$ cat src/logic/ris_pkg.sv
`default_nettype none
package ris_pkg;
  localparam logic [15:0] RIS_WDOG_ADDR = 16'h1ff0;
  localparam int RIS_WDOG_CLR_BIT = 0;
  localparam logic [7:0] RIS_SP_RESET = 8'hff;
  localparam logic [15:0] RIS_TIMER_RESET = 16'hfffc;
  localparam logic [15:0] RIS_VEC_RESET = 16'h1ffe;
  localparam logic [15:0] RIS_VEC_SWI = 16'h1ffc;
  localparam logic [15:0] RIS_VEC_EXT = 16'h1ffa;
  localparam logic [15:0] RIS_VEC_TIMER = 16'h1ff8;
  localparam int RIS_POR_CYCLES = 4064;
  localparam int RIS_WDOG_STAGES = 18;
  // Register map for software-visible control/status (word addressed)
  localparam logic [3:0] RIS_ADR_WDOG = 4'h0;
  localparam logic [3:0] RIS_ADR_CTRL = 4'h1;
  localparam logic [3:0] RIS_ADR_STAT = 4'h2;
  localparam logic [3:0] RIS_ADR_TIMER = 4'h3;
  localparam logic [3:0] RIS_ADR_PC = 4'h4;
  localparam logic [3:0] RIS_ADR_SP = 4'h5;
  localparam logic [3:0] RIS_ADR_CMD = 4'h6;
  typedef enum logic [1:0] {
    RIS_SRC_NONE, RIS_SRC_EXT, RIS_SRC_TIMER, RIS_SRC_SWI
  } ris_src_t;
endpackage
`default_nettype wire

$ cat src/logic/ris_sequencer.sv
// Design decision made here: the Wishbone interface to the registers.
`default_nettype none
// Behaviour
// - Reset abandons the current instruction immediately
// - Reset clears all port direction bits
// - Reset loads stack pointer with FF
// - Reset sets the interrupt mask
// - Reset clears timer divider, loads FFFC, clears bits
// - Reset clears stop and wait latches
// - After reset fetch vector at 1FFE/1FFF
// - Power-up holds reset 4064 cycles, pin extends
// - Reset pin low sensed enters reset
// - Reset pin is input only
// - Watchdog 18-stage counter expiry causes reset
// - Writing zero to bit 0 restarts watchdog
// - Watchdog address read returns ROM data
// - Interrupts sampled only at instruction completion
// - Timer request needs flag, enable, clear mask
// - Stack PROGRAM_COUNTER_LOW, PROGRAM_COUNTER_HIGH, X, A, CC; mask; vector
// - Return pulls CC, A, X, PROGRAM_COUNTER_HIGH, PROGRAM_COUNTER_LOW
// - External wins over timer interrupt
// - Software trap ignores mask, vector 1FFC
// - External interrupt vectors through 1FFA/1FFB
// - Latch clears at vector fetch; edge option
// - Level mode pends while pin held low
module ris_sequencer
  import ris_pkg::*;
#(
  parameter int POR_CYCLES = ris_pkg::RIS_POR_CYCLES,
  parameter int WDOG_STAGES = ris_pkg::RIS_WDOG_STAGES,
  parameter bit WDOG_ENABLE = 1'b1,
  parameter bit IRQ_LEVEL_MODE = 1'b1
) (
  input wire logic clk_i, // 10 MHz clock
  input wire logic rst_i, // Power-on reset, sync high
  input wire logic reset_n_i, // External reset pin
  input wire logic irq_n_i, // External interrupt pin
  input wire logic capture_flag_i, // Timer capture flag
  input wire logic compare_flag_i, // Timer compare flag
  input wire logic overflow_flag_i, // Timer overflow flag
  input wire logic [7:0] rom_data_i, // ROM byte under watchdog addr
  input wire logic [3:0] wb_adr_i, // Wishbone word address
  input wire logic [31:0] wb_dat_i, // Wishbone write data
  input wire logic [3:0] wb_sel_i, // Wishbone byte enables
  input wire logic wb_we_i, // Wishbone write
  input wire logic wb_cyc_i, // Wishbone cycle
  input wire logic wb_stb_i, // Wishbone strobe
  output logic [31:0] wb_dat_o, // Wishbone read data
  output logic wb_ack_o, // Wishbone acknowledge
  output logic core_reset_o, // Internal reset to core
  output logic [7:0] ddr_clear_o, // Direction bits forced low
  output logic timer_reset_o, // Timer divider/counter reset
  output logic [15:0] timer_load_o, // Timer reload value
  output logic stop_latch_o, // Stop latch
  output logic wait_latch_o, // Wait latch
  output logic busy_o, // Stacking, unstacking or vector fetch in progress
  output logic [2:0] stack_op_o // Last stack step index
);
  import ris_pkg::*;

  typedef enum {ST_RUN, ST_PUSH, ST_VEC, ST_PULL} ris_state_t;

  logic [1:0] rpin_sync_reg;
  logic [1:0] irq_sync_reg;
  logic [1:0] rpin_low_reg;
  logic irq_prev_reg;
  logic irq_latch_reg;
  logic [12:0] por_cnt_reg;
  logic por_done_reg;
  logic [WDOG_STAGES-1:0] wdog_reg;
  logic wdog_expire;
  logic sys_reset;
  logic [7:0] sp_reg;
  logic [15:0] pc_reg;
  logic [7:0] acc_reg;
  logic [7:0] idx_reg;
  logic [7:0] cc_reg;
  logic imask;
  logic [7:0] stack_mem [0:255];
  logic [2:0] step_reg;
  ris_state_t state_reg;
  ris_src_t src_reg;
  logic [15:0] vec_addr;
  logic capture_en_reg;
  logic compare_en_reg;
  logic overflow_en_reg;
  logic compare_output_bit_reg;
  logic output_level_bit_reg;
  logic stop_reg;
  logic wait_reg;
  logic insn_done_reg;
  logic trap_req_reg;
  logic rti_req_reg;
  logic ext_req;
  logic tmr_req;
  logic wb_hit;
  logic wr_cmd;
  logic wdog_clear;

  assign imask = cc_reg[3];
  assign wb_hit = wb_cyc_i && wb_stb_i && !wb_ack_o;
  assign wr_cmd = wb_hit && wb_we_i && wb_sel_i[0];

  always_ff @(posedge clk_i) begin
    rpin_sync_reg <= {rpin_sync_reg[0], reset_n_i};
    irq_sync_reg <= {irq_sync_reg[0], irq_n_i};
  end

  // A single low sample, delayed two cycles, enters reset; the 1.5 cycle minimum is not checked
  always_ff @(posedge clk_i) begin
    if (rst_i) begin
      rpin_low_reg <= 2'b00;
    end else begin
      rpin_low_reg <= {rpin_low_reg[0], !rpin_sync_reg[1]};
    end
  end

  // Power-up delay; pin low at the end extends reset
  always_ff @(posedge clk_i) begin
    if (rst_i) begin
      por_cnt_reg <= '0;
      por_done_reg <= 1'b0;
    end else if (por_cnt_reg != 13'(POR_CYCLES - 1)) begin
      por_cnt_reg <= por_cnt_reg + 13'h0001;
    end else begin
      por_done_reg <= 1'b1;
    end
  end

  assign wdog_clear = wr_cmd && (wb_adr_i == RIS_ADR_WDOG)
    && !wb_dat_i[RIS_WDOG_CLR_BIT];
  assign wdog_expire = WDOG_ENABLE && (&wdog_reg);

  always_ff @(posedge clk_i) begin
    if (sys_reset || wdog_clear) begin
      wdog_reg <= '0;
    end else if (WDOG_ENABLE && !stop_reg) begin
      wdog_reg <= wdog_reg + 1'b1;
    end
  end

  // Pin is never driven: no output exists for it
  assign sys_reset = rst_i || !por_done_reg || rpin_low_reg[1]
    || wdog_expire;

  // External request latch: edge sets it; in level mode a low pin raises ext_req directly, not the latch
  always_ff @(posedge clk_i) begin
    if (rst_i) begin
      irq_prev_reg <= 1'b1;
    end else begin
      irq_prev_reg <= irq_sync_reg[1];
    end
  end

  always_ff @(posedge clk_i) begin
    if (sys_reset) begin
      irq_latch_reg <= 1'b0;
    end else if (irq_prev_reg && !irq_sync_reg[1]) begin
      irq_latch_reg <= 1'b1; // Set wins over clear
    end else if (state_reg == ST_VEC && src_reg == RIS_SRC_EXT) begin
      irq_latch_reg <= 1'b0;
    end
  end

  assign ext_req = !imask && (irq_latch_reg
    || (IRQ_LEVEL_MODE && !irq_sync_reg[1]));
  assign tmr_req = !imask && ((capture_flag_i && capture_en_reg)
    || (compare_flag_i && compare_en_reg)
    || (overflow_flag_i && overflow_en_reg));

  always_comb begin
    unique case (src_reg)
      RIS_SRC_EXT: vec_addr = RIS_VEC_EXT;
      RIS_SRC_TIMER: vec_addr = RIS_VEC_TIMER;
      RIS_SRC_SWI: vec_addr = RIS_VEC_SWI;
      RIS_SRC_NONE: vec_addr = RIS_VEC_RESET;
    endcase
  end

  // Command strobes from software stand in for core decode
  always_ff @(posedge clk_i) begin
    if (sys_reset) begin
      insn_done_reg <= 1'b0;
      trap_req_reg <= 1'b0;
      rti_req_reg <= 1'b0;
    end else begin
      insn_done_reg <= wr_cmd && (wb_adr_i == RIS_ADR_CMD) && wb_dat_i[0];
      trap_req_reg <= wr_cmd && (wb_adr_i == RIS_ADR_CMD) && wb_dat_i[1];
      rti_req_reg <= wr_cmd && (wb_adr_i == RIS_ADR_CMD) && wb_dat_i[2];
    end
  end

  // Sequencer: reset aborts anything in flight
  always_ff @(posedge clk_i) begin
    if (sys_reset) begin
      state_reg <= ST_VEC;
      src_reg <= RIS_SRC_NONE;
      step_reg <= 3'h0;
      sp_reg <= RIS_SP_RESET;
      cc_reg <= 8'h08;
      pc_reg <= 16'h0000;
      acc_reg <= 8'h00;
      idx_reg <= 8'h00;
    end else begin
      unique case (state_reg)
        ST_RUN: begin
          if (trap_req_reg) begin
            src_reg <= RIS_SRC_SWI;
            state_reg <= ST_PUSH;
            step_reg <= 3'h0;
          end else if (rti_req_reg) begin
            state_reg <= ST_PULL;
            step_reg <= 3'h0;
          end else if (insn_done_reg && ext_req) begin
            src_reg <= RIS_SRC_EXT;
            state_reg <= ST_PUSH;
            step_reg <= 3'h0;
          end else if (insn_done_reg && tmr_req) begin
            src_reg <= RIS_SRC_TIMER;
            state_reg <= ST_PUSH;
            step_reg <= 3'h0;
          end
        end
        ST_PUSH: begin
          unique case (step_reg)
            3'h0: stack_mem[sp_reg] <= pc_reg[7:0];
            3'h1: stack_mem[sp_reg] <= pc_reg[15:8];
            3'h2: stack_mem[sp_reg] <= idx_reg;
            3'h3: stack_mem[sp_reg] <= acc_reg;
            default: stack_mem[sp_reg] <= cc_reg;
          endcase
          sp_reg <= sp_reg - 8'h01;
          step_reg <= step_reg + 3'h1;
          if (step_reg == 3'h4) begin
            cc_reg[3] <= 1'b1;
            state_reg <= ST_VEC;
          end
        end
        ST_VEC: begin
          pc_reg <= vec_addr; // Vector address handed to fetch
          state_reg <= ST_RUN;
        end
        ST_PULL: begin
          unique case (step_reg)
            3'h0: cc_reg <= stack_mem[sp_reg + 8'h01];
            3'h1: acc_reg <= stack_mem[sp_reg + 8'h01];
            3'h2: idx_reg <= stack_mem[sp_reg + 8'h01];
            3'h3: pc_reg[15:8] <= stack_mem[sp_reg + 8'h01];
            default: pc_reg[7:0] <= stack_mem[sp_reg + 8'h01];
          endcase
          sp_reg <= sp_reg + 8'h01;
          step_reg <= step_reg + 3'h1;
          if (step_reg == 3'h4) begin
            state_reg <= ST_RUN;
          end
        end
      endcase
      if (state_reg == ST_RUN && wr_cmd && wb_adr_i == RIS_ADR_CTRL) begin
        cc_reg[3] <= wb_dat_i[8];
      end
    end
  end

  // Timer side effects of reset; enables steerable by software
  always_ff @(posedge clk_i) begin
    if (sys_reset) begin
      capture_en_reg <= 1'b0;
      compare_en_reg <= 1'b0;
      overflow_en_reg <= 1'b0;
      compare_output_bit_reg <= 1'b0;
      output_level_bit_reg <= 1'b0;
    end else if (wr_cmd && wb_adr_i == RIS_ADR_CTRL) begin
      capture_en_reg <= wb_dat_i[7];
      compare_en_reg <= wb_dat_i[6];
      overflow_en_reg <= wb_dat_i[5];
      output_level_bit_reg <= wb_dat_i[0];
    end
  end

  always_ff @(posedge clk_i) begin
    if (sys_reset) begin
      stop_reg <= 1'b0;
      wait_reg <= 1'b0;
    end else if (wr_cmd && wb_adr_i == RIS_ADR_CMD) begin
      stop_reg <= wb_dat_i[3];
      wait_reg <= wb_dat_i[4];
    end
  end

  assign core_reset_o = sys_reset;
  assign ddr_clear_o = {8{sys_reset}};
  assign timer_reset_o = sys_reset;
  assign timer_load_o = RIS_TIMER_RESET;
  assign stop_latch_o = stop_reg;
  assign wait_latch_o = wait_reg;
  assign busy_o = (state_reg != ST_RUN);
  assign stack_op_o = step_reg;

  // Wishbone slave: one wait-state ack, unmapped reads give zero
  always_ff @(posedge clk_i) begin
    if (rst_i) begin
      wb_ack_o <= 1'b0;
      wb_dat_o <= 32'h0000_0000;
    end else begin
      wb_ack_o <= wb_hit;
      wb_dat_o <= 32'h0000_0000;
      if (wb_hit && !wb_we_i) begin
        unique case (wb_adr_i)
          RIS_ADR_WDOG: wb_dat_o <= {24'h0, rom_data_i};
          RIS_ADR_CTRL: wb_dat_o <= {23'h0, imask, capture_en_reg,
            compare_en_reg, overflow_en_reg, 3'h0,
            compare_output_bit_reg, output_level_bit_reg};
          RIS_ADR_STAT: wb_dat_o <= {24'h0, irq_latch_reg, ext_req,
            tmr_req, stop_reg, wait_reg, src_reg, busy_o};
          RIS_ADR_TIMER: wb_dat_o <= {16'h0, timer_load_o};
          RIS_ADR_PC: wb_dat_o <= {16'h0, pc_reg};
          RIS_ADR_SP: wb_dat_o <= {24'h0, sp_reg};
          default: wb_dat_o <= 32'h0000_0000;
        endcase
      end
    end
  end
endmodule
`default_nettype wire
$ cat config.mk
export PLATFORM = sky130hd
export DESIGN_NAME = ris_sequencer
export DESIGN_NICKNAME = d
export VERILOG_FILES = /design/src/logic/ris_pkg.sv /design/src/logic/ris_sequencer.sv
export SDC_FILE = /design/constraint.sdc
export NUM_CORES = 2
export LEC_CHECK = 0
export BUFFER_PORTS_ARGS = -buffer_cell sky130_fd_sc_hd__buf_2
export CAP_MARGIN = 20
export CORE_MARGIN = 5
export CORE_UTILIZATION = 62
export DETAILED_ROUTE_END_ITERATION = 8
export MAX_ROUTING_LAYER = met4
export PLACE_DENSITY = 0.89
export SETUP_SLACK_MARGIN = 0.05
export SYNTH_ARGS = -nofsm -noshare
export SYNTH_HDL_FRONTEND = slang
export SYNTH_SLANG_ARGS = --single-unit
$ cat constraint.sdc
create_clock -name clk_i -period 39.5 [get_ports clk_i]
set_input_delay 5.925 -clock clk_i [delete_from_list [all_inputs] [get_ports clk_i]]
set_output_delay 5.925 -clock clk_i [all_outputs]
set_load 0.05 [all_outputs]
# Yosys cells after proc, flatten, opt, wreduce, memory -nomap -nowiden
# Memories as Yosys holds them, arrays and structs flattened.
# Index checks and enable logic that the tools add are counted.
dict set report classes {
  n_addsub 5
  n_eq_ne 26
  muxes 52
  bitwise_logic 5
  reduce_logical 62
}
# op n
set op_table {}
lappend op_table {{2-to-1 mux 32 bit} 6}
lappend op_table {{case mux 32 bit (4 select lines)} 1}
lappend op_table {{case mux 16 bit (6 select lines)} 1}
lappend op_table {{== test 32 x 2 -> 1 bit (second input constant)} 2}
lappend op_table {{logical NOT 32 bit} 2}
lappend op_table {{case mux 16 bit (4 select lines)} 1}
lappend op_table {{2-to-1 mux 8 bit} 6}
lappend op_table {{== test 32 x 1 -> 1 bit (second input constant)} 1}
lappend op_table {{== test 32 x 3 -> 1 bit (second input constant)} 1}
lappend op_table {{case mux 16 bit (2 select lines)} 1}
lappend op_table {{nonzero test 32 bit} 1}
lappend op_table {{2-to-1 mux 1 bit} 24}
lappend op_table {{logical AND 1 bit} 23}
lappend op_table {{adder 18 x 1 -> 18 bit (second input constant)} 1}
lappend op_table {{AND reduction 18 bit} 1}
lappend op_table {{case mux 8 bit (2 select lines)} 1}
lappend op_table {{adder 13 x 1 -> 13 bit (second input constant)} 1}
lappend op_table {{!= test 13 x 12 -> 1 bit (second input constant)} 1}
lappend op_table {{== test 4 x 3 -> 1 bit (second input constant)} 3}
lappend op_table {{2-to-1 mux 3 bit} 4}
lappend op_table {{AND reduction 2 bit} 6}
lappend op_table {{AND reduction 3 bit} 3}
lappend op_table {{adder 8 x 1 -> 8 bit (second input constant)} 1}
lappend op_table {{== test 4 x 2 -> 1 bit (second input constant)} 2}
lappend op_table {{28 further kinds} 56}
dict set report totals {
  ff_bits 167
  ram_bits 2048
  input_bits 58
  output_inout_bits 65
  elab_cells 180
  n_memories 1
}
# memory words width rd rd_ports_with_merged_regs wr line
set memory_table {}
lappend memory_table {stack_mem 256 8 1 0 1 ris_sequencer.sv:79} ;# logic [7:0] stack_mem [0:255];

# Longest topological paths before layout
dict set report logic_depth {
  ltp_word 10
  ltp_mapped 16
}

# Worst setup path before layout
# OpenSTA, ideal clock, no wires.
dict set report synth_timing {
  path_type {input port to flip-flop}
  startpoint {in rst_i}
  endpoint {mem stack_mem[0][6] (data pin)}
  setup_ns 2.244
  arrival_ns 18.158
  t_required_ns 37.256
  slack_ns 19.098
  path_stages 8
  n_path_buf 1
  path_cell_list {clkbuf_1 or3_1 a21oi_1 inv_1 or3_1 a21oi_1 nor2_1 a211oi_1}
}
dict set report synth_between {
  elab_chain_cells 9
  word_cells_on_any_way 15
  classes_between {mux: 12; reduce/logical: 3}
}
# element line
set synth_lines {}
lappend synth_lines {{start: declaration} ris_sequencer.sv:35} ;# input wire logic rst_i,
lappend synth_lines {{logical OR 1 bit * (2 in a row)} ris_sequencer.sv:143} ;# assign sys_reset = rst_i || !por_done_reg || rpin_low_reg[1]
lappend synth_lines {{logical OR 1 bit *} ris_sequencer.sv:144} ;# || wdog_expire;
lappend synth_lines {{2-to-1 mux 1 bit} ris_sequencer.sv:195} ;# if (sys_reset) begin
lappend synth_lines {{2-to-1 mux 1 bit (implied by the code)} ris_sequencer.sv:227} ;# 3'h1: stack_mem[sp_reg] <= pc_reg[15:8];
lappend synth_lines {{2-to-1 mux 8 bit (no line) (3 in a row)} -}
lappend synth_lines {{2-to-1 mux 8 bit (no line) *} -}
lappend synth_lines {{end: declaration} ris_sequencer.sv:79}
# Every way passes the cells marked *; elsewhere a longest branch is shown, timed or not.

# Worst setup path after layout
dict set report layout_timing {
  startpoint {in rst_i}
  endpoint {out ddr_clear_o[3]}
}
dict set report layout_between {
  elab_chain_cells 3
}
# element line
set layout_lines {}
lappend layout_lines {{logical OR 1 bit (2 in a row)} ris_sequencer.sv:143}
lappend layout_lines {{logical OR 1 bit} ris_sequencer.sv:144}
lappend layout_lines {{end: declaration} ris_sequencer.sv:51} ;# output logic [7:0] ddr_clear_o,
# No other way between the ends.

==> results <==
- The hold-critical path depth is 0.
- Setup repair after global routing left no endpoint under its margin.
- The share of flip-flops with an asynchronous set or reset is 0%.
- In this run the count of I/O pins placed on the die edge is 123.
- The worst setup path is captured at a primary output.
- The detailed-routing iteration count for the pre-antenna-repair pass is 9.
- Excluding fillers, the count of instances in the completed layout stands at 6632.
- The leading area contributor after synthesis is sky130_fd_sc_hd__edfxtp_1.
- The number of input and output port buffers inserted is 64.
- The number of antenna violations at the first check in global routing came to 15.
- The number of global-route vias before repair is 49100.
- The number of nets in the finished design is 4622.
- The run finished, with violations left.
- After routing the design area is 95000 um^2.
- The number of hold-slack violations in the final timing report is 0.
- The tightest min-delay check is of the reg2reg type.
- In the final routed layout, each cell accounts on average for 38.6 um.
- The cell with the most instances after synthesis is sky130_fd_sc_hd__edfxtp_1.
- The post-CTS setup-driven buffer insertion count is 0.
- Global routing finished with a remaining overflow of 0.
- The x dimension of the die is 383 um.
- The mean instance size in the synthesized netlist is 19.2 um^2.
- In this run, the number of DRC markers left after iteration 0 of detailed routing was 9317.
- The kind of critical path is in2out.
- The sequential cell area fraction in the yosys report is 74.0%.
- Derived from the worst setup path, the maximum achievable clock frequency is 70.9 MHz.
- By area the synthesized netlist is led by sky130_fd_sc_hd__edfxtp_1, sky130_fd_sc_hd__mux4_2, sky130_fd_sc_hd__dfxtp_1.
- The placed instances occupy a cell area of 88500 um^2.
- Of all nets on the critical path, the largest fanout is 54.
- Counting every sink on the clock net gives 2169.
- The clock latency reported for the late side of the worst-skew pair is 880 ps.
- The final number of max-transition violations came to 7.
- The final reports fail on design-rule violations, max-capacitance violations, max-slew violations.
- Setup violations remaining at the end of the flow were counted as 0.
- The global router's overall resource usage is 35.0%.
- Among all flip-flop cells after synthesis, the most frequent one is sky130_fd_sc_hd__edfxtp_1.
- The floorplan row count is 137.
- The pin count of the biggest net entering global routing is 229.
- The synthesized flop and latch total is 2169.
- The share of cells above drive strength 1 is 21.2%.
- STA puts the critical path data required time at 33580 ps.
- After detailed routing, the number of vias per cell comes to 7.59.
- In this run the power density over the cells is 46.6 nW/um^2.
- The category of the worst setup path launch point is a primary input.
- The worst-case clock skew is 45.3 ps.
- Counting along the longest clock path gives a buffer depth of 3.
- The area growth from synthesis to layout is 9.94%.
- The detail route stage leaves a number of antenna-violating nets equal to 0.
- The master cell of the clock root buffer is sky130_fd_sc_hd__clkbuf_16.
- The die outline area is 147000 um^2.
- The total CTS buffers is 197.
- The clock-pin slew reported for the worst setup and hold paths after clock tree synthesis is 60 ps.
- The DRC violations left is 175.
- The yosys synthesis warning count is 0.
- The post-synthesis instance area is 86400 um^2.
- Counting distinct cell types in the post-synthesis netlist gives 63.
- After technology mapping, the gate count stands at 4496.
- The leakage power is 28.9 nW.
- The area share of the largest cell type after synthesis is 71.2%.
- The number of buffers inserted for hold repair after clock tree synthesis is 0.
- Ranked by instance count, the synthesized netlist is headed by sky130_fd_sc_hd__edfxtp_1, sky130_fd_sc_hd__mux4_2, sky130_fd_sc_hd__nor2_1, sky130_fd_sc_hd__nor2b_1, sky130_fd_sc_hd__a21boi_0.
- The first-pass GRT wire length is 356 mm.
- The worst pin sits at a relative slew slack of -21.0%.
- Summed over all nets, the half-perimeter wirelength after detailed placement is 123 mm.
- The placeable core region is 139000 um^2.
- The slew at the pin closest to its max-slew limit is 1790 ps.
- The number of max-cap violations is 4.
- The setup TNS after final layout is 0 ps.
- IR analysis of the VDD net gives a maximum drop of 0.0565 mV.
- The routed design could run at a clock period as short as 14110 ps.
- The post-cts sizing count is 0.
- TritonCTS built the clock tree.
- In the finished design, the share of the clock period the worst path needs comes to 35.7%.
- The initial utilization of the core area, before any placement, comes to 62.1%.
- The instance count after placement with tap cells included is 6220.
- The register with the most flip-flops in the layout has 2048 of them.
- The worst path arrival time is 8190 ps.
- The number of cells on the worst reg-to-reg path is 11.
- The H-tree was split into 4 levels.
- Yosys mapped a number of flops with a built-in enable equal to 2048.
- For this block, the via count after detailed routing is 50300.
- The global placement routability congestion is 0.917.
- The die is 383 um tall.
- The final routed wirelength across all metal layers is 256 mm.
[metrics by stage]
step	hold WS [ps]	utilization, %	setup WS, ps	power [mW]
after floorplan	310	-	19100	2.54
after global placement	318	63.6	25540	2.54
after detailed placement	314	63.7	25510	2.54
after CTS	335	68.2	25480	4.41
after global routing	345	68.3	25300	4.53
final	331	68.3	25390	4.43
[report_power, final]
group          switching, mW  internal [mW]  total [mW]
registers           0.000509           2.47        2.47
logic                 0.0104        0.00258      0.0130
clock network          0.902           1.04        1.94
[final cells by class]
type,instances,area (um^2)
multi-input cells,1999,21100
flip-flops and latches,2169,63900
fillers,7447,44100
repair buffers,149,1100
clock inverters,127,1150
clock buffers,236,5140
well taps,1876,2350
inverters,33,124
diodes,43,108
[per-layer routing]
metal	routed length [um]	up-vias	global-route usage, %
met5	0	-	-
met2	118000	5843	52.4
met3	39300	1629	11.8
li1	-	18300	-
met1	75100	24600	41.2
met4	24000	0	22.3
[path summary, 6_finish.rpt]
check	slack [ps]	end	from
worst max-delay path	25390	ddr_clear_o[3]	rst_i
worst min-delay path	330	rpin_sync_reg[1]	rpin_sync_reg[0]
worst max register to register	30860	idx_reg[2]	sp_reg[0]
worst min register to register	330	rpin_sync_reg[1]	rpin_sync_reg[0]
[worst max-delay path: stages]
cell	delay, ps
sky130_fd_sc_hd__buf_2	220
sky130_fd_sc_hd__or3_1	480
sky130_fd_sc_hd__a21oi_4	140
sky130_fd_sc_hd__buf_4	460
sky130_fd_sc_hd__inv_1	550
sky130_fd_sc_hd__buf_2	380
[cells in the final DEF (no fill, tap or decap), types with 12 or more instances in the layout]
| master | n |
|---|---|
| sky130_fd_sc_hd__a21boi_0 | 247 |
| sky130_fd_sc_hd__a21oi_1 | 63 |
| sky130_fd_sc_hd__a41oi_1 | 24 |
| sky130_fd_sc_hd__buf_2 | 67 |
| sky130_fd_sc_hd__buf_4 | 69 |
| sky130_fd_sc_hd__bufinv_16 | 16 |
| sky130_fd_sc_hd__clkbuf_1 | 34 |
| sky130_fd_sc_hd__clkbuf_16 | 198 |
| sky130_fd_sc_hd__clkinv_1 | 50 |
| sky130_fd_sc_hd__clkinv_2 | 35 |
| sky130_fd_sc_hd__conb_1 | 32 |
| sky130_fd_sc_hd__dfxtp_1 | 120 |
| sky130_fd_sc_hd__diode_2 | 43 |
| sky130_fd_sc_hd__edfxtp_1 | 2048 |
| sky130_fd_sc_hd__ha_1 | 14 |
| sky130_fd_sc_hd__inv_1 | 33 |
| sky130_fd_sc_hd__mux2i_1 | 23 |
| sky130_fd_sc_hd__mux4_2 | 512 |
| sky130_fd_sc_hd__nand2_1 | 62 |
| sky130_fd_sc_hd__nand3_1 | 24 |
| sky130_fd_sc_hd__nand3_2 | 12 |
| sky130_fd_sc_hd__nand4_1 | 18 |
| sky130_fd_sc_hd__nor2_1 | 347 |
| sky130_fd_sc_hd__nor2b_1 | 257 |
| sky130_fd_sc_hd__nor3_1 | 15 |
| sky130_fd_sc_hd__o21ai_0 | 47 |
| sky130_fd_sc_hd__o22ai_1 | 14 |
| sky130_fd_sc_hd__o41ai_1 | 118 |
| sky130_fd_sc_hd__xnor2_1 | 12 |
| sky130_fd_sc_hd__xor2_1 | 20 |
[cells by family after synthesis]
kind of cell / after synthesis / synth area share (%)
DFF: 2169 / 74.0
and+or+nand+nor: 781 / 4.41
AOI/OAI and AO/OA: 600 / 5.29
muxes: 539 / 13.7
buffers and inverters: 358 / 2.06
xor gates and xnor gates: 32 / 0.325
adders and majority gates: 15 / 0.217
other: 2 / 0.00870
Note: power is estimated with default switching activity, not from simulation.
